[config.mk]
export PLATFORM = sky130hd
export DESIGN_NAME = aat_sequencer
export DESIGN_NICKNAME = d
export VERILOG_FILES = /design/src/inc/aat_pkg.sv /design/src/inc/aat_cls_if.sv /design/src/rtl/aat_arc_classifier.sv /design/src/rtl/aat_sequencer.sv
export SDC_FILE = /design/constraint.sdc
export NUM_CORES = 1
export LEC_CHECK = 0
export BUFFER_PORTS_ARGS = -buffer_cell sky130_fd_sc_hd__clkbuf_2
export CAP_MARGIN = 20
export CELL_PAD_IN_SITES_DETAIL_PLACEMENT = 1
export CELL_PAD_IN_SITES_GLOBAL_PLACEMENT = 1
export CORE_ASPECT_RATIO = 0.9
export CORE_MARGIN = 2
export CORE_UTILIZATION = 45
export CTS_CLUSTER_SIZE = 24
export DETAILED_ROUTE_END_ITERATION = 6
export GPL_TIMING_DRIVEN = 0
export PLACE_DENSITY_LB_ADDON = 0.2
export SETUP_SLACK_MARGIN = 0.2
export SLEW_MARGIN = 20
export SYNTH_ARGS = -nofsm -noshare
export SYNTH_HDL_FRONTEND = slang
export SYNTH_HIERARCHICAL = 1
export SYNTH_SLANG_ARGS = --single-unit
[constraint.sdc]
create_clock -name clk -period 10.12 [get_ports clk]
set_input_delay 1.012 -clock clk [delete_from_list [all_inputs] [get_ports clk]]
set_output_delay 1.012 -clock clk [all_outputs]
set_load 0.005 [all_outputs]
[src/inc/aat_pkg.sv]
// Shared constants, ranges and state encodings for the arc alarm trip sequencer.
package aat_pkg;

  // Clock and the tenth-of-a-second time base.
  localparam int CLK_PERIOD_NS = 8;
  localparam int TENTH_NS = 100000000;
  localparam int TENTH_CYCLES = TENTH_NS / CLK_PERIOD_NS;
  localparam int PRESC_W = 24;
  localparam int TW = 12;

  // Times in their own units, then converted to tenth-second ticks.
  localparam int RECLOSE_MIN = 3;
  localparam int KEY_IDLE_S = 10;
  localparam int DIM_S = 5;
  localparam int CLEAR_HOLD_MS = 1500;
  localparam logic [TW-1:0] RECLOSE_TENTHS = TW'(RECLOSE_MIN * 600);
  localparam logic [TW-1:0] KEY_IDLE_TENTHS = TW'(KEY_IDLE_S * 10);
  localparam logic [TW-1:0] DIM_TENTHS = TW'((KEY_IDLE_S + DIM_S) * 10);
  localparam logic [TW-1:0] CLEAR_HOLD_TENTHS = TW'(CLEAR_HOLD_MS / 100);
  localparam logic [TW-1:0] TENTHS_PER_S = 12'h00a;

  // Alarm counting.
  localparam logic [2:0] ALARM_MAX = 3'h5;
  localparam logic [2:0] ALARM_ZERO = 3'h0;

  // Host word addresses and values.
  localparam logic [15:0] HOST_CLEAR_ADDR = 16'h0079;
  localparam logic [15:0] HOST_CLEAR_VALUE = 16'h0001;
  localparam logic [15:0] HOST_BAR_ADDR = 16'h0b16;
  localparam logic [15:0] BAR_RANGE_DEF = 16'h000a;

  // Setting items, addressed by cursor index.
  localparam int ITEMS = 7;
  localparam logic [2:0] IT_ADDR = 3'h0;
  localparam logic [2:0] IT_PAR = 3'h1;
  localparam logic [2:0] IT_BAUD = 3'h2;
  localparam logic [2:0] IT_MODE = 3'h3;
  localparam logic [2:0] IT_THR = 3'h4;
  localparam logic [2:0] IT_IAT = 3'h5;
  localparam logic [2:0] IT_CAT = 3'h6;
  localparam logic [2:0] IT_FIRST = 3'h0;
  localparam logic [2:0] IT_LAST = 3'h6;

  // Parity codes: none, odd, even. Baud codes: 2400, 4800, 9600, 19200, 38400.
  localparam logic [7:0] PAR_NONE = 8'h00;
  localparam logic [7:0] PAR_EVEN = 8'h02;
  localparam logic [7:0] BAUD_2400 = 8'h00;
  localparam logic [7:0] BAUD_9600 = 8'h02;
  localparam logic [7:0] BAUD_38400 = 8'h04;
  localparam logic [7:0] MODE_CONT = 8'h00;
  localparam logic [7:0] MODE_SINGLE = 8'h01;

  localparam logic [7:0] ITEM_MIN [ITEMS] = '{8'h01, PAR_NONE, BAUD_2400, MODE_CONT,
                                             8'h00, 8'h01, 8'h05};
  localparam logic [7:0] ITEM_MAX [ITEMS] = '{8'hf7, PAR_EVEN, BAUD_38400, MODE_SINGLE,
                                             8'hff, 8'h05, 8'h3c};
  localparam logic [7:0] ITEM_DEF [ITEMS] = '{8'hf7, PAR_NONE, BAUD_9600, MODE_CONT,
                                             8'h80, 8'h01, 8'h05};

  // Key bit positions.
  localparam int K_BACK = 0;
  localparam int K_MINUS = 1;
  localparam int K_PLUS = 2;
  localparam int K_SET = 3;

  typedef enum logic [7:0] {
    SCR_DEFAULT = 8'h01,
    SCR_BROWSE = 8'h02,
    SCR_EDIT = 8'h04,
    SCR_VERSION = 8'h08,
    SCR_CALIB = 8'h10,
    SCR_SELFCHECK = 8'h20,
    SCR_CLEARED = 8'h40,
    SCR_ALARM = 8'h80
  } aat_screen_t;

  typedef enum logic [2:0] {
    TRIP_NORMAL = 3'h1,
    TRIP_OPEN = 3'h2,
    TRIP_LOCKOUT = 3'h4
  } aat_trip_t;

  typedef enum logic [3:0] {
    CLS_IDLE = 4'h1,
    CLS_ARC = 4'h2,
    CLS_GAP = 4'h4,
    CLS_HOLD = 4'h8
  } aat_cls_t;

endpackage

[src/inc/aat_cls_if.sv]
// Link between the sequencer and its arc event classifier.
`timescale 1ns/100ps
interface aat_cls_if;
  logic tick;
  logic arc_on;
  logic [aat_pkg::TW-1:0] iat_lim;
  logic [aat_pkg::TW-1:0] cat_lim;
  logic onset;
  logic inst_evt;
  logic cont_evt;
  modport seq (output tick, output arc_on, output iat_lim, output cat_lim,
               input onset, input inst_evt, input cont_evt);
  modport cls (input tick, input arc_on, input iat_lim, input cat_lim,
               output onset, output inst_evt, output cont_evt);
endinterface

[src/rtl/aat_arc_classifier.sv]
// Arc event classifier: instantaneous or continuous by duration and repeat window.
`timescale 1ns/100ps
module aat_arc_classifier (
  // Clock and reset
  input wire logic clk,
  input wire logic reset,
  input wire logic clk_en,
  // Sequencer side
  aat_cls_if.cls c
);

  aat_pkg::aat_cls_t state_reg;
  aat_pkg::aat_cls_t state_next;
  logic [aat_pkg::TW-1:0] cnt_reg;
  logic [aat_pkg::TW-1:0] cnt_next;

  always_comb begin
    state_next = state_reg;
    cnt_next = cnt_reg;
    c.onset = 1'b0;
    c.inst_evt = 1'b0;
    c.cont_evt = 1'b0;
    case (state_reg)
      aat_pkg::CLS_IDLE: begin
        if (c.arc_on) begin
          c.onset = 1'b1;
          cnt_next = '0;
          state_next = aat_pkg::CLS_ARC;
        end
      end
      aat_pkg::CLS_ARC: begin
        if (!c.arc_on) begin
          cnt_next = '0;
          state_next = aat_pkg::CLS_GAP;
        end else if (c.tick) begin
          cnt_next = cnt_reg + 1'b1;
          if (cnt_reg >= c.iat_lim) begin
            c.cont_evt = 1'b1;
            state_next = aat_pkg::CLS_HOLD;
          end
        end
      end
      aat_pkg::CLS_GAP: begin
        if (c.arc_on) begin
          c.cont_evt = 1'b1;
          state_next = aat_pkg::CLS_HOLD;
        end else if (c.tick) begin
          cnt_next = cnt_reg + 1'b1;
          if (cnt_next >= c.cat_lim) begin
            c.inst_evt = 1'b1;
            state_next = aat_pkg::CLS_IDLE;
          end
        end
      end
      aat_pkg::CLS_HOLD: begin
        if (!c.arc_on) begin
          state_next = aat_pkg::CLS_IDLE;
        end
      end
      default: begin
        state_next = aat_pkg::CLS_IDLE;
      end
    endcase
  end

  always_ff @(posedge clk or posedge reset) begin
    if (reset) begin
      state_reg <= aat_pkg::CLS_IDLE;
      cnt_reg <= '0;
    end else if (clk_en) begin
      state_reg <= state_next;
      cnt_reg <= cnt_next;
    end
  end

endmodule

[src/rtl/aat_sequencer.sv]
// Arc alarm trip sequencer: alarm, relay trip and reclose, lockout, keypad and settings.
`timescale 1ns/100ps
module aat_sequencer #(
  parameter int TENTH_CYCLES = aat_pkg::TENTH_CYCLES
) (
  // Clock, reset and enable
  input wire logic clk,
  input wire logic reset,
  input wire logic clk_en,
  // Arc intensity per channel, eight bits each, from on-chip logic
  input wire logic [63:0] arc_level,
  // Pins: keys (back, minus, plus, set) and manual restart, active high
  input wire logic [3:0] key_pin,
  input wire logic restart_pin,
  // Host word writes decoded by the serial slave
  input wire logic host_wr,
  input wire logic [15:0] host_wr_addr,
  input wire logic [15:0] host_wr_data,
  // Alarm and relay
  output logic display_alarm,
  output logic host_alarm,
  output logic [2:0] alarm_channel,
  output logic [2:0] alarm_count,
  output logic relay_close,
  output logic lockout,
  // Display
  output logic [7:0] screen,
  output logic [2:0] cursor,
  output logic [7:0] edit_value,
  output logic backlight_dim,
  output logic [15:0] bar_range,
  // Settings
  output logic [7:0] slave_addr,
  output logic [1:0] parity_select,
  output logic [2:0] baud_select,
  output logic alarm_mode,
  output logic [7:0] arc_threshold,
  output logic [7:0] instant_arc_time,
  output logic [7:0] repeat_arc_window
);

  // Two flip-flops on every pin before any logic sees it.
  logic [3:0] key_s1_reg;
  logic [3:0] key_s2_reg;
  logic [3:0] key_prev_reg;
  logic rst_s1_reg;
  logic rst_s2_reg;

  always_ff @(posedge clk or posedge reset) begin
    if (reset) begin
      key_s1_reg <= '0;
      key_s2_reg <= '0;
      key_prev_reg <= '0;
      rst_s1_reg <= 1'b0;
      rst_s2_reg <= 1'b0;
    end else if (clk_en) begin
      key_s1_reg <= key_pin;
      key_s2_reg <= key_s1_reg;
      key_prev_reg <= key_s2_reg;
      rst_s1_reg <= restart_pin;
      rst_s2_reg <= rst_s1_reg;
    end
  end

  logic [3:0] press;
  assign press = key_s2_reg & ~key_prev_reg;

  // Tenth-second time base shared by every timer.
  logic [aat_pkg::PRESC_W-1:0] presc_reg;
  logic [aat_pkg::PRESC_W-1:0] presc_next;
  logic tick;

  always_comb begin
    tick = (presc_reg == aat_pkg::PRESC_W'(TENTH_CYCLES - 1));
    presc_next = tick ? '0 : presc_reg + 1'b1;
  end

  always_ff @(posedge clk or posedge reset) begin
    if (reset) begin
      presc_reg <= '0;
    end else if (clk_en) begin
      presc_reg <= presc_next;
    end
  end

  // Settings store, one byte per item, addressed by cursor index.
  logic [7:0] set_reg [aat_pkg::ITEMS];
  logic [7:0] set_next [aat_pkg::ITEMS];

  // Threshold compare over all channels; the lowest channel above it is reported.
  logic [7:0] over;
  logic [2:0] first_ch;

  always_comb begin
    first_ch = 3'h0;
    for (int i = 7; i >= 0; i--) begin
      over[i] = arc_level[i*8 +: 8] > set_reg[aat_pkg::IT_THR];
      if (over[i]) begin
        first_ch = 3'(i);
      end
    end
  end

  aat_cls_if cif ();

  assign cif.tick = tick;
  assign cif.arc_on = |over;
  assign cif.iat_lim = aat_pkg::TW'(set_reg[aat_pkg::IT_IAT]) * aat_pkg::TENTHS_PER_S;
  assign cif.cat_lim = aat_pkg::TW'(set_reg[aat_pkg::IT_CAT]) * aat_pkg::TENTHS_PER_S;

  aat_arc_classifier u_cls (
    .clk(clk),
    .reset(reset),
    .clk_en(clk_en),
    .c(cif.cls)
  );

  // Single mode alarms on any onset; continuous mode only on a continuous event.
  logic raise;
  assign raise = (set_reg[aat_pkg::IT_MODE] == aat_pkg::MODE_SINGLE) ?
                 cif.onset : cif.cont_evt;

  logic host_clear;
  assign host_clear = host_wr && host_wr_addr == aat_pkg::HOST_CLEAR_ADDR &&
                      host_wr_data == aat_pkg::HOST_CLEAR_VALUE;
  logic local_clear;

  // Trip, reclose, lockout and pending alarm.
  aat_pkg::aat_trip_t trip_reg;
  aat_pkg::aat_trip_t trip_next;
  logic [aat_pkg::TW-1:0] reclose_reg;
  logic [aat_pkg::TW-1:0] reclose_next;
  logic [2:0] count_reg;
  logic [2:0] count_next;
  logic pend_reg;
  logic pend_next;
  logic [2:0] chan_reg;
  logic [2:0] chan_next;
  logic relay_reg;
  logic relay_next;

  always_comb begin
    trip_next = trip_reg;
    reclose_next = reclose_reg;
    count_next = count_reg;
    chan_next = chan_reg;
    pend_next = pend_reg;
    if (host_clear || local_clear) begin
      pend_next = 1'b0;
    end
    case (trip_reg)
      aat_pkg::TRIP_NORMAL: begin
        if (raise) begin
          count_next = count_reg + 1'b1;
          chan_next = first_ch;
          pend_next = 1'b1;
          reclose_next = '0;
          if (count_next >= aat_pkg::ALARM_MAX) begin
            trip_next = aat_pkg::TRIP_LOCKOUT;
          end else begin
            trip_next = aat_pkg::TRIP_OPEN;
          end
        end
      end
      aat_pkg::TRIP_OPEN: begin
        if (tick) begin
          reclose_next = reclose_reg + 1'b1;
          if (reclose_next >= aat_pkg::RECLOSE_TENTHS) begin
            trip_next = aat_pkg::TRIP_NORMAL;
          end
        end
      end
      aat_pkg::TRIP_LOCKOUT: begin
        reclose_next = '0;
      end
      default: begin
        trip_next = aat_pkg::TRIP_OPEN;
      end
    endcase
    // A manual restart wipes the count and lockout, like a power-up.
    if (rst_s2_reg) begin
      trip_next = aat_pkg::TRIP_NORMAL;
      count_next = aat_pkg::ALARM_ZERO;
      reclose_next = '0;
    end
    relay_next = (trip_next == aat_pkg::TRIP_NORMAL);
  end

  always_ff @(posedge clk or posedge reset) begin
    if (reset) begin
      trip_reg <= aat_pkg::TRIP_NORMAL;
      reclose_reg <= '0;
      count_reg <= aat_pkg::ALARM_ZERO;
      chan_reg <= 3'h0;
      pend_reg <= 1'b0;
      relay_reg <= 1'b1;
    end else if (clk_en) begin
      trip_reg <= trip_next;
      reclose_reg <= reclose_next;
      count_reg <= count_next;
      chan_reg <= chan_next;
      pend_reg <= pend_next;
      relay_reg <= relay_next;
    end
  end

  // Adjust a value by one step, held inside the item's legal range.
  function automatic logic [7:0] step_item(input logic [7:0] v, input logic up,
                                           input logic [2:0] it);
    logic [7:0] r;
    r = v;
    if (up && v < aat_pkg::ITEM_MAX[it]) begin
      r = v + 8'h01;
    end else if (!up && v > aat_pkg::ITEM_MIN[it]) begin
      r = v - 8'h01;
    end
    return r;
  endfunction

  // Keypad navigation, timeouts and parameter editing.
  aat_pkg::aat_screen_t scr_reg;
  aat_pkg::aat_screen_t scr_next;
  logic [2:0] cur_reg;
  logic [2:0] cur_next;
  logic [7:0] edit_reg;
  logic [7:0] edit_next;
  logic [aat_pkg::TW-1:0] idle_reg;
  logic [aat_pkg::TW-1:0] idle_next;
  logic [aat_pkg::TW-1:0] hold_reg;
  logic [aat_pkg::TW-1:0] hold_next;
  logic hold_done_reg;
  logic hold_done_next;
  logic dim_reg;
  logic dim_next;
  logic [15:0] bar_reg;
  logic [15:0] bar_next;

  always_comb begin
    scr_next = scr_reg;
    cur_next = cur_reg;
    edit_next = edit_reg;
    idle_next = idle_reg;
    hold_next = hold_reg;
    hold_done_next = hold_done_reg;
    dim_next = dim_reg;
    bar_next = bar_reg;
    local_clear = 1'b0;
    for (int i = 0; i < aat_pkg::ITEMS; i++) begin
      set_next[i] = set_reg[i];
    end
    if (host_wr && host_wr_addr == aat_pkg::HOST_BAR_ADDR) begin
      bar_next = host_wr_data;
    end
    // Idle timing restarts on any new press.
    if (|press) begin
      idle_next = '0;
      dim_next = 1'b0;
    end else if (tick && idle_reg < aat_pkg::DIM_TENTHS) begin
      idle_next = idle_reg + 1'b1;
      if (idle_next == aat_pkg::KEY_IDLE_TENTHS) begin
        scr_next = aat_pkg::SCR_DEFAULT;
      end
      if (idle_next == aat_pkg::DIM_TENTHS) begin
        dim_next = 1'b1;
      end
    end
    // Key handling; two-key chords take priority over single keys.
    if (|press) begin
      if (key_s2_reg[aat_pkg::K_MINUS] && key_s2_reg[aat_pkg::K_PLUS]) begin
        scr_next = aat_pkg::SCR_VERSION;
      end else if (key_s2_reg[aat_pkg::K_BACK] && key_s2_reg[aat_pkg::K_MINUS]) begin
        scr_next = aat_pkg::SCR_CALIB;
      end else if (key_s2_reg[aat_pkg::K_BACK] && key_s2_reg[aat_pkg::K_PLUS]) begin
        scr_next = aat_pkg::SCR_SELFCHECK;
      end else if (press[aat_pkg::K_BACK]) begin
        scr_next = aat_pkg::SCR_DEFAULT;
      end else if (press[aat_pkg::K_SET]) begin
        case (scr_reg)
          aat_pkg::SCR_BROWSE: begin
            edit_next = set_reg[cur_reg];
            scr_next = aat_pkg::SCR_EDIT;
          end
          aat_pkg::SCR_EDIT: begin
            set_next[cur_reg] = edit_reg;
            scr_next = aat_pkg::SCR_BROWSE;
          end
          default: begin
            cur_next = aat_pkg::IT_FIRST;
            scr_next = aat_pkg::SCR_BROWSE;
          end
        endcase
      end else if (press[aat_pkg::K_PLUS] || press[aat_pkg::K_MINUS]) begin
        if (scr_reg == aat_pkg::SCR_BROWSE) begin
          if (press[aat_pkg::K_PLUS]) begin
            cur_next = (cur_reg == aat_pkg::IT_LAST) ? aat_pkg::IT_FIRST : cur_reg + 1'b1;
          end else begin
            cur_next = (cur_reg == aat_pkg::IT_FIRST) ? aat_pkg::IT_LAST : cur_reg - 1'b1;
          end
        end else if (scr_reg == aat_pkg::SCR_EDIT) begin
          edit_next = step_item(edit_reg, press[aat_pkg::K_PLUS], cur_reg);
        end
      end
    end
    // Long back hold clears locally once per hold; the screen change wins over the press.
    if (!key_s2_reg[aat_pkg::K_BACK]) begin
      hold_next = '0;
      hold_done_next = 1'b0;
    end else if (tick && !hold_done_reg) begin
      hold_next = hold_reg + 1'b1;
      if (hold_next >= aat_pkg::CLEAR_HOLD_TENTHS) begin
        local_clear = 1'b1;
        hold_done_next = 1'b1;
        scr_next = aat_pkg::SCR_CLEARED;
      end
    end
    if (host_clear) begin
      scr_next = aat_pkg::SCR_CLEARED;
    end
    // A fresh alarm takes the display over.
    if (raise && trip_reg == aat_pkg::TRIP_NORMAL) begin
      scr_next = aat_pkg::SCR_ALARM;
    end
  end

  always_ff @(posedge clk or posedge reset) begin
    if (reset) begin
      scr_reg <= aat_pkg::SCR_DEFAULT;
      cur_reg <= aat_pkg::IT_FIRST;
      edit_reg <= 8'h00;
      idle_reg <= '0;
      hold_reg <= '0;
      hold_done_reg <= 1'b0;
      dim_reg <= 1'b0;
      bar_reg <= aat_pkg::BAR_RANGE_DEF;
      for (int i = 0; i < aat_pkg::ITEMS; i++) begin
        set_reg[i] <= aat_pkg::ITEM_DEF[i];
      end
    end else if (clk_en) begin
      scr_reg <= scr_next;
      cur_reg <= cur_next;
      edit_reg <= edit_next;
      idle_reg <= idle_next;
      hold_reg <= hold_next;
      hold_done_reg <= hold_done_next;
      dim_reg <= dim_next;
      bar_reg <= bar_next;
      for (int i = 0; i < aat_pkg::ITEMS; i++) begin
        set_reg[i] <= set_next[i];
      end
    end
  end

  // Outputs straight from flip-flops, except lockout, which is decoded from the trip state register.
  assign display_alarm = pend_reg;
  assign host_alarm = pend_reg;
  assign alarm_channel = chan_reg;
  assign alarm_count = count_reg;
  assign relay_close = relay_reg;
  assign lockout = (trip_reg == aat_pkg::TRIP_LOCKOUT);
  assign screen = scr_reg;
  assign cursor = cur_reg;
  assign edit_value = edit_reg;
  assign backlight_dim = dim_reg;
  assign bar_range = bar_reg;
  assign slave_addr = set_reg[aat_pkg::IT_ADDR];
  assign parity_select = set_reg[aat_pkg::IT_PAR][1:0];
  assign baud_select = set_reg[aat_pkg::IT_BAUD][2:0];
  assign alarm_mode = set_reg[aat_pkg::IT_MODE][0];
  assign arc_threshold = set_reg[aat_pkg::IT_THR];
  assign instant_arc_time = set_reg[aat_pkg::IT_IAT];
  assign repeat_arc_window = set_reg[aat_pkg::IT_CAT];

endmodule

==> results of run 1 <==
==> layout make-up <==
class | count | area [um^2] | share of cell area, %
flip-flops and latches | 194 | 4880 | 30.3
repair buffers | 191 | 1000 | 6.22
clock inverters | 14 | 166 | 1.03
well taps | 409 | 512 | 3.18
inverters | 67 | 259 | 1.61
clock buffers | 18 | 429 | 2.67
diodes | 1 | 2.50 | 0.0155
multi-input cells | 1133 | 8320 | 51.7
plain buffers | 98 | 534 | 3.32
==> layer usage <==
layer | vias up | share of wire (%) | wire length [um]
met1 | 6151 | 45 | 18900
met3 | 65 | 4.2 | 1740
met4 | 0 | 2.4 | 988
li1 | 5799 | - | -
met5 | - | 0 | 0
met2 | 285 | 48 | 20100
==> power breakdown <==
part | leakage [nW] | switching, W | internal, W
logic | 4.84 | 0.000450 | 0.000301
registers | 2.58 | 0.0000994 | 0.000831
clock network | 0.285 | 0.000344 | 0.000354
==> worst register-to-register path, cell delays in order (launching register included) <==
cell and delay, ns:
dfrtp_1 0.49, clkbuf_1 0.39, buf_1 0.52, clkbuf_1 0.42, inv_1 0.21, ha_1 0.32, a21oi_1 0.18, ha_1 0.24
o21ai_0 0.18, a31oi_1 0.08, o21ai_0 0.18, o211ai_1 0.41, ha_1 0.45, a21oi_1 0.24, o211ai_1 0.15, o21ai_0 0.23
nand2b_1 0.08, a21oi_1 0.26, mux2i_1 0.22, nand4_1 0.10
==> how the worst max path moves through the flow <==
stage	start	endpoint	slack, ns	cells after the start
6_report	cursor[1]	edit_value[7]	4.66	19
3_5_place_dp	cursor[1]	edit_value[7]	4.76	19
4_1_cts	instant_arc_time[3]	alarm_channel[2]	4.74	20
5_1_grt	cursor[1]	edit_value[7]	4.20	19
2_1_floorplan	reset	alarm_channel[0]	4.31	1
3_3_place_gp	reset	parity_select[1]	2.00	2
==> through the flow <==
step	utilization, %	hold slack (ns)	cell area [um^2]
after floorplan	-	0.449	14000
after global placement	50.3	0.460	15400
after detailed placement	50.5	0.474	15500
after CTS	52.4	0.492	16100
after global routing	52.5	0.521	16100
final	52.5	0.484	16100
==> results.md, run 1 <==
- Final Hold Fails: 0
- Max stage delay on crit path: 0.52 ns
- Std-Cell Rows: 61
- Total global-route track usage: 26.3%
- R2R Path Start: cursor[1]
- Final wirelength: 41,700 um
- Worst EP required: 10.45 ns
- Setup crit start kind: register
- Hold Path Depth: 2
- Final setup margin: 4.66 ns
- Fmax: 183 MHz
- CP Cell Sequence: clkbuf_1 -> buf_1 -> clkbuf_1 -> inv_1 -> ha_1 -> a21oi_1 -> ha_1 -> o21ai_0 -> a31oi_1 -> o21ai_0 -> o211ai_1 -> ha_1 -> a21oi_1 -> o211ai_1 -> o21ai_0 -> nand2b_1 -> a21oi_1 -> mux2i_1 -> nand4_1
- Vias per Instance: 5.79
- Slew @ Worst Pin: 0.993 ns
- Detailed placer's ending HPWL: 31,700 um
- Starting Density: 45.5%
- Vias in the first global route: 12,700
- Final critical delay including setup and external delays: 5.46 ns
- Synthesized area: 14,000 um^2
- H-tree levels: 4
- GRT overflow: 0
- CTS Buffer Depth: 2
- I/O pin cnt: 189
- WP buf/inv: 4
- RSZ-0062 raised after global routing: no
- CTS Hold Bufs: 0
- Antenna violations before repair: 1
- Largest register FFs: 24
- RePlAce Congestion: 0.830
- Slew Viols, Final: 0
- Clk_skew: 0.0111 ns
- Antenna Nets Post-Route: 0
- Routing usage on met1: 34.7%
- Peak VDD IR: 142 uV
- Pleak: 7.71 nW
- Area delta synth->final: 15.3%
- Critical R2R Capture: edit_value[7]
- Initial drt markers: 732
- Yosys warns: 6
- Slowest stage cell on the critical path: buf_1
- Max_slew headroom: 33.2%
- Status: complete, no violations
- Worst-Skew Late Latency: 0.45 ns
- Hold endpoint: alarm_channel[1]
- CTS Buf Count: 17
- Critical path arrival: 5.79 ns
- Mean post-synth cell area: 9.36 um^2
- Die H: 171 um
- Final setup viols: 0
- M3 GR Usage: 4.00%
- Final worst-path cycle share: 54.0%
- First-pass GRT wire length: 67,400 um
- Critical Path Fanout Max: 10
- DRT Pass-1 Iters: 4
- Hold Path Origin: alarm_channel[1]
- Min-delay worst type: reg -> reg
- Non-Filler Instances: 2,125
- GRT met2 Usage: 44.8%
- CP top delay family: compound AO/OA/AOI/OAI gates
- Share of post-route cells with drive strength above 1: 24.1%
- PortBufs: 188
- Clk sinks: 194
- DP Cell Count: 2,092
- GRT busiest layer: met2
- PwrDens: 148 nW/um^2
- DRC Markers: 0
- R2R Setup Slk: 4.66 ns
- Syn Inst Count: 1,491
- Vias: 12,300
- Root Driver: clkbuf_16
- Commonest non-fill, non-tap cell in the layout: clkbuf_2
- Clock-pin slew on the worst setup and hold paths: 0.07 ns
- Worst slack, placed: 4.76 ns
- Design Power: 0.00238 W
- TritonCTS clock tree: built
- DR WL/cell: 19.6 um
- Die W: 190 um
- Largest net degree at the start of global routing: 98
- Post-cts resize count: 0
- Worst Setup End Kind: register
- Core area: 30,700 um^2
- Fill cells: 3,637
- Final TNS setup: 0 ns
- Setup Fix Bufs, Post-CTS: 0
- Die ar.: 32,500 um^2
- Most frequent cells in the layout: clkbuf_2 (189), dfrtp_1 (176), ha_1 (143)
- Max cap viols: 0
- WS Path Type: reg -> reg
- Layout net count: 1,953
- Cell count of the worst reg-to-reg path: 19
Power figures use the tool's default switching activity.
==> run 2, diff against run 1 <==
==> constraint.sdc (replaced) <==
create_clock -name clk -period 5.1 [get_ports clk]
set_input_delay 0.51 -clock clk [delete_from_list [all_inputs] [get_ports clk]]
set_output_delay 0.51 -clock clk [all_outputs]
set_load 0.005 [all_outputs]
==> results.md, run 2 (synthesis gave the netlist of run 1 again) <==
- Die H: 171 um (unchanged)
- Int Pwr: 0.00295 W (+99%)
- Clk_skew: 0.0194 ns (+0.00827 ns)
- RePlAce Congestion: 0.890 (+7.2%)
- Sw frac: 37.3% (-0.21 points)
- Comb power frac: 32.4% (+0.8 points)
- DR WL/cell: 19.8 um (+0.59%)
- Final critical delay including setup and external delays: 4.65 ns (-0.810 ns)
- First-pass GRT wire length: 67,900 um (+0.75%)
- Area delta synth->final: 17.4%
- Slew @ Worst Pin: 0.996 ns (+0.00375 ns)
- Critical Path Fanout Max: 5 (-5)
- Largest register FFs: 24 (unchanged)
- Register share of total power: 39.2% (about the same)
- I/O pin cnt: 189 (unchanged)
- Vias: 12,300 (+0.33%)
- Initial drt markers: 595 (-19%)
- DRT Pass-1 Iters: 5 (+1)
- Sw Pwr: 0.00176 W (+97%)
- PwrDens: 287 nW/um^2 (+94%)
- Status: complete, no violations
- Detailed placer's ending HPWL: 32,300 um (+1.8%)
- Clock-pin slew on the worst setup and hold paths: 0.07 ns (about the same)
- Min-delay worst type: in -> async
- Most frequent cells in the layout: clkbuf_2 (191), dfrtp_1 (172), ha_1 (140)
- Max stage delay on crit path: 0.49 ns (-0.03 ns)
- Die ar.: 32,500 um^2 (unchanged)
- Die W: 190 um (unchanged)
- Share of post-route cells with drive strength above 1: 26.6% (+2.5 points)
- Critical path arrival: 5.04 ns (-0.75 ns)
- Pleak: 7.82 nW (+1.4%)
- Starting Density: 45.5% (unchanged)
- Largest net degree at the start of global routing: 36 (-63%)
- Clock power frac: 28.4% (-0.9 points)
- Commonest non-fill, non-tap cell in the layout: clkbuf_2
- DRC Markers: 0 (unchanged)
- H-tree levels: 4 (unchanged)
- Antenna Nets Post-Route: 0 (unchanged)
- Worst Setup End Kind: register
- Setup crit start kind: register
- Antenna violations before repair: 2 (+1)
- Slowest stage cell on the critical path: dfrtp_2
- Max_slew headroom: 33.1% (-0.15 points)
- TritonCTS clock tree: built
- WP buf/inv: 1 (-3)
- Layout net count: 1,971 (+0.92%)
- Worst EP required: 5.49 ns (-4.96 ns)
- Final Hold Fails: 0 (unchanged)
- Total global-route track usage: 26.5% (+0.24 points)
- Core area: 30,700 um^2 (unchanged)
- Slew Viols, Final: 0 (unchanged)
- Final worst-path cycle share: 91.2% (+37 points)
- PortBufs: 188 (unchanged)
- CP top delay family: compound AO/OA/AOI/OAI gates
- CP Cell Sequence: ha_1 -> ha_2 -> fa_2 -> a21oi_2 -> nor2_1 -> nor2_2 -> o21bai_1 -> a21oi_1 -> xnor2_1 -> inv_1 -> ha_1 -> nand2_2 -> o21ai_0 -> a22oi_1 -> o41ai_4 -> a21o_1 -> nor2b_1 -> a21boi_2 -> o21ai_2 -> nand2_2 -> or3_4 -> o31ai_2 -> a21o_1
- Final setup viols: 0 (unchanged)
- Std-Cell Rows: 61 (unchanged)
- Design Power: 0.00471 W (+98%)
- CTS Buffer Depth: 2 (unchanged)
- Post-Route Utilization: 53.4% (+0.95 points)
- Vias per Instance: 5.76 (-0.51%)
- Final wirelength: 42,300 um (+1.4%)
- RSZ-0062 raised after global routing: no
- GRT overflow: 0 (unchanged)
- Root Driver: clkbuf_16
- Max cap viols: 0 (unchanged)
- WS Path Type: reg -> reg
- Clk sinks: 194 (unchanged)
- CTS Hold Bufs: 0 (unchanged)
- Worst hold margin: 0.138 ns (-0.346 ns)
- CTS Buf Count: 17 (unchanged)
- Vias in the first global route: 12,800 (+0.92%)
- Fmax: 215 MHz (+17%)
- Worst-Skew Late Latency: 0.46 ns (about the same)
- Peak VDD IR: 257 uV (+80%)
[run 2: routing by layer]
metal  vias to the layer above  routed length (um)  GRT usage (%)
met1                      6202               19100           34.3
met3                        46                1670           4.45
met2                       246               20700           45.9
met4                         2                 786           7.38
li1                       5845                   -              -
met5                         -                  17              0
[run 2: cell type report]
class	instances	area, um^2
fillers	3638	14300
clock inverters	12	114
multi-input cells	1133	8430
well taps	409	512
repair buffers	209	1190
clock buffers	20	457
diodes	1	2.50
plain buffers	98	551
flip-flops and latches	194	4880
inverters	67	255
[run 2: repair_timing]
| item | in CTS | in global routing |
|---|---|---|
| setup endpoints to repair | 36 | 29 |
| setup buffers | 5 | 8 |
| pin swaps | 2 | 12 |
| gates resized for setup | 15 | 27 |
| gates cloned | 0 | 1 |
[run 2: path summary, 6_finish.rpt]
check / start / to / slack [ns] / cells past startpoint
max in group asynchronous: reset / slave_addr[2] / 4.12 / 4
hold reg to reg: alarm_channel[1] / alarm_channel[1] / 0.49 / 2
setup / recovery: instant_arc_time[2] / screen[1] / 0.45 / 23
hold / removal: reset / presc_reg[10] / 0.14 / 2
min in group clk: key_pin[2] / key_s1_reg[2] / 0.29 / 2
setup reg to reg: instant_arc_time[2] / screen[1] / 0.45 / 23
[run 2: worst reg2reg max path, stage by stage (launching register included)]
cell and delay [ns]:
dfrtp_2 0.49, ha_1 0.22, ha_2 0.20, fa_2 0.38
a21oi_2 0.14, nor2_1 0.06, nor2_2 0.13, o21bai_1 0.08
a21oi_1 0.15, xnor2_1 0.13, inv_1 0.06, ha_1 0.30
nand2_2 0.11, o21ai_0 0.10, a22oi_1 0.25, o41ai_4 0.14
a21o_1 0.19, nor2b_1 0.14, a21boi_2 0.19, o21ai_2 0.24
nand2_2 0.13, or3_4 0.43, o31ai_2 0.17, a21o_1 0.15
[run 2: power groups by stage]
stage	clock network (W)	logic [W]	registers (W)
finish	0.00134	0.00152	0.00185
global route	0.00142	0.00170	0.00186
CTS	0.00137	0.00149	0.00184
detailed placement	0	0.00147	0.00187
global placement	0	0.00139	0.00187
floorplan	0	0.00103	0.00179
[run 2: through the flow]
step / cell area (um^2) / setup TNS, ns / instances / setup slack, ns
6_report: 16400 / 0 / 2143 / 0.447
5_1_grt: 16400 / 0 / 2142 / 0.186
4_1_cts: 16200 / 0 / 2133 / 0.201
3_5_place_dp: 15600 / -3.15 / 2096 / -0.305
3_3_place_gp: 15400 / -0.416 / 2089 / -0.149
2_1_floorplan: 14000 / 0 / 1492 / 0.753
==> run 3, diff against run 2 <==
--- a/config.mk
+++ b/config.mk
@@ -16,6 +16,7 @@
 export DETAILED_ROUTE_END_ITERATION = 6
 export GPL_TIMING_DRIVEN = 0
 export PLACE_DENSITY_LB_ADDON = 0.2
+export REMOVE_ABC_BUFFERS = 1
 export SETUP_SLACK_MARGIN = 0.2
 export SLEW_MARGIN = 20
 export SYNTH_ARGS = -nofsm -noshare
==> results.md, run 3 (synthesis gave the netlist of run 1 again) <==
- Status: complete, no violations
- Largest net degree at the start of global routing: 104 (+190%)
- Worst EP required: 5.48 ns (about the same)
- Design Power: 0.00468 W (-0.48%)
- Met3 wire len: 1190 um (-29%)
- Worst Setup End Kind: register
- RSZ-0062 raised after global routing: yes
- Die W: 190 um (unchanged)
- Clock-pin slew on the worst setup and hold paths: 0.08 ns (about the same)
- PortBufs: 188 (unchanged)
- First-pass GRT wire length: 65,500 um (-3.6%)
- Std-Cell Rows: 61 (unchanged)
- PwrDens: 298 nW/um^2 (+3.9%)
- Die ar.: 32,500 um^2 (unchanged)
- CTS Buffer Depth: 2 (unchanged)
- Slew @ Worst Pin: 0.957 ns (-0.0394 ns)
- I/O pin cnt: 189 (unchanged)
- RePlAce Congestion: 0.848 (-4.8%)
- WS Path Type: reg -> reg
- Die H: 171 um (unchanged)
- Non-Filler Instances: 2,035 (-5.0%)
- DRC Markers: 0 (unchanged)
- CTS Hold Bufs: 0 (unchanged)
- Starting Density: 45.5% (unchanged)
- DR WL/cell: 19.5 um (-1.5%)
- Antenna Nets Post-Route: 0 (unchanged)
- H-tree levels: 4 (unchanged)
- DP Cell Count: 1,996 (-4.8%)
- Initial drt markers: 480 (-19%)
- Layout net count: 1,864 (-5.4%)
- TritonCTS clock tree: built
- Fin area: 15,700 um^2 (-4.2%)
- Slew Viols, Final: 0 (unchanged)
- Root Driver: clkbuf_16
- Final Hold Fails: 0 (unchanged)
- WL met1: 18,200 um (-4.6%)
- CTS Buf Count: 17 (unchanged)
- Final critical delay including setup and external delays: 4.66 ns (+0.00242 ns)
- Final worst-path cycle share: 91.3% (about the same)
- Setup crit start kind: register
- Detailed placer's ending HPWL: 29,200 um (-9.6%)
- DRT Pass-1 Iters: 5 (unchanged)
- Critical path arrival: 5.04 ns (about the same)
- GRT overflow: 0 (unchanged)
- Vias per Instance: 5.80 (+0.73%)
- Clk sinks: 194 (unchanged)
- Total global-route track usage: 25.2% (-1.3 points)
- Worst-Skew Late Latency: 0.45 ns (about the same)
- Max_slew headroom: 35.9% (+2.9 points)
- Vias: 11,800 (-4.3%)
- Area delta synth->final: 12.5%
- Core area: 30,700 um^2 (unchanged)
- Final wirelength: 39,600 um (-6.5%)
- Peak VDD IR: 260 uV (+1.3%)
- Pleak: 7.44 nW (-4.9%)
- Top Metal Used: met4
- Clk_skew: 0.0130 ns (-0.00639 ns)
- Critical Path Fanout Max: 7 (+2)
- ANT cells: 0 (-1)
- Share of post-route cells with drive strength above 1: 24.1% (-2.5 points)
- Antenna violations before repair: 0 (-2)
- Post-place instance area: 15,000 um^2 (-3.8%)
- Most frequent cells in the layout: clkbuf_2 (187), dfrtp_1 (171), ha_1 (143)
- Met2 wire length: 19,600 um (-5.6%)
- Min-delay worst type: in -> async
- Final setup viols: 0 (unchanged)
- Max cap viols: 0 (unchanged)
- Vias in the first global route: 12,400 (-3.4%)
- Fmax: 215 MHz (about the same)
- Commonest non-fill, non-tap cell in the layout: clkbuf_2
- Worst hold margin: 0.132 ns (-0.00606 ns)
- Largest register FFs: 24 (unchanged)
- Final TNS setup: 0 ns (unchanged)
==> run 3: through the flow <==
step / setup slack (ns) / utilization (%)
after floorplan: -0.212 / -
after global routing: 0.0691 / 51.2
final: 0.444 / 51.2
after CTS: 0.222 / 50.9
after detailed placement: -0.220 / 48.8
after global placement: -2.53 / 48.5
==> run 3: critical path, cell delays in order, from the launching register on <==
cell      delay (ns)
dfrtp_2         0.44
ha_1            0.29
ha_1            0.23
fa_2            0.37
a21oi_2         0.15
nor2_1          0.06
nor2_2          0.11
o21bai_1        0.07
a21oi_1         0.18
xnor2_1         0.14
inv_1           0.06
ha_1            0.28
nand2_1         0.10
o21ai_0         0.11
a22oi_1         0.20
o41ai_2         0.12
a21o_1          0.22
nor2b_1         0.13
a21boi_2        0.18
o21ai_2         0.20
nand2_2         0.14
or3_4           0.45
o31ai_1         0.20
a21o_1          0.15
==> run 3: worst paths after layout <==
check | start | end | slack [ns] | depth (start not counted)
worst max-delay path | instant_arc_time[3] | screen[1] | 0.44 | 23
worst min-delay path | reset | reclose_reg[0] | 0.13 | 2
worst max register to register | instant_arc_time[3] | screen[1] | 0.44 | 23
worst min register to register | alarm_channel[1] | alarm_channel[1] | 0.49 | 2
max in group asynchronous | reset | slave_addr[4] | 4.03 | 3
min in group clk | key_pin[2] | key_s1_reg[2] | 0.30 | 2
==> run 3: layer usage <==
layer	vias up	GRT usage, %
met4	0	6.13
met1	5958	33.2
met5	-	0
met2	188	43.9
met3	41	3.59
li1	5618	-
==> run 3: repair_timing <==
action                                  4_1_cts  5_1_grt
endpoints found under the setup margin       31       30
gates resized for setup                      13       10
hold endpoints to repair                      0        0
setup buffers                                 2        5
pin swaps                                     1        3
gates cloned                                  0        0
==> run 3: where the power goes <==
part           internal, W  leakage (nW)  switching (W)
sequential         0.00165          2.58       0.000348
clock             0.000777         0.283       0.000640
combinational     0.000574          4.58       0.000690
==> run 3: area by class of cell <==
type / instances / area [um^2]
Clock inverter: 12 / 156
Multi-Input combinational cell: 1133 / 8400
Tap cell: 409 / 512
Clock buffer: 20 / 437
Timing Repair Buffer: 200 / 1050
Sequential cell: 194 / 4890
Fill cell: 3549 / 15000
Inverter: 67 / 259
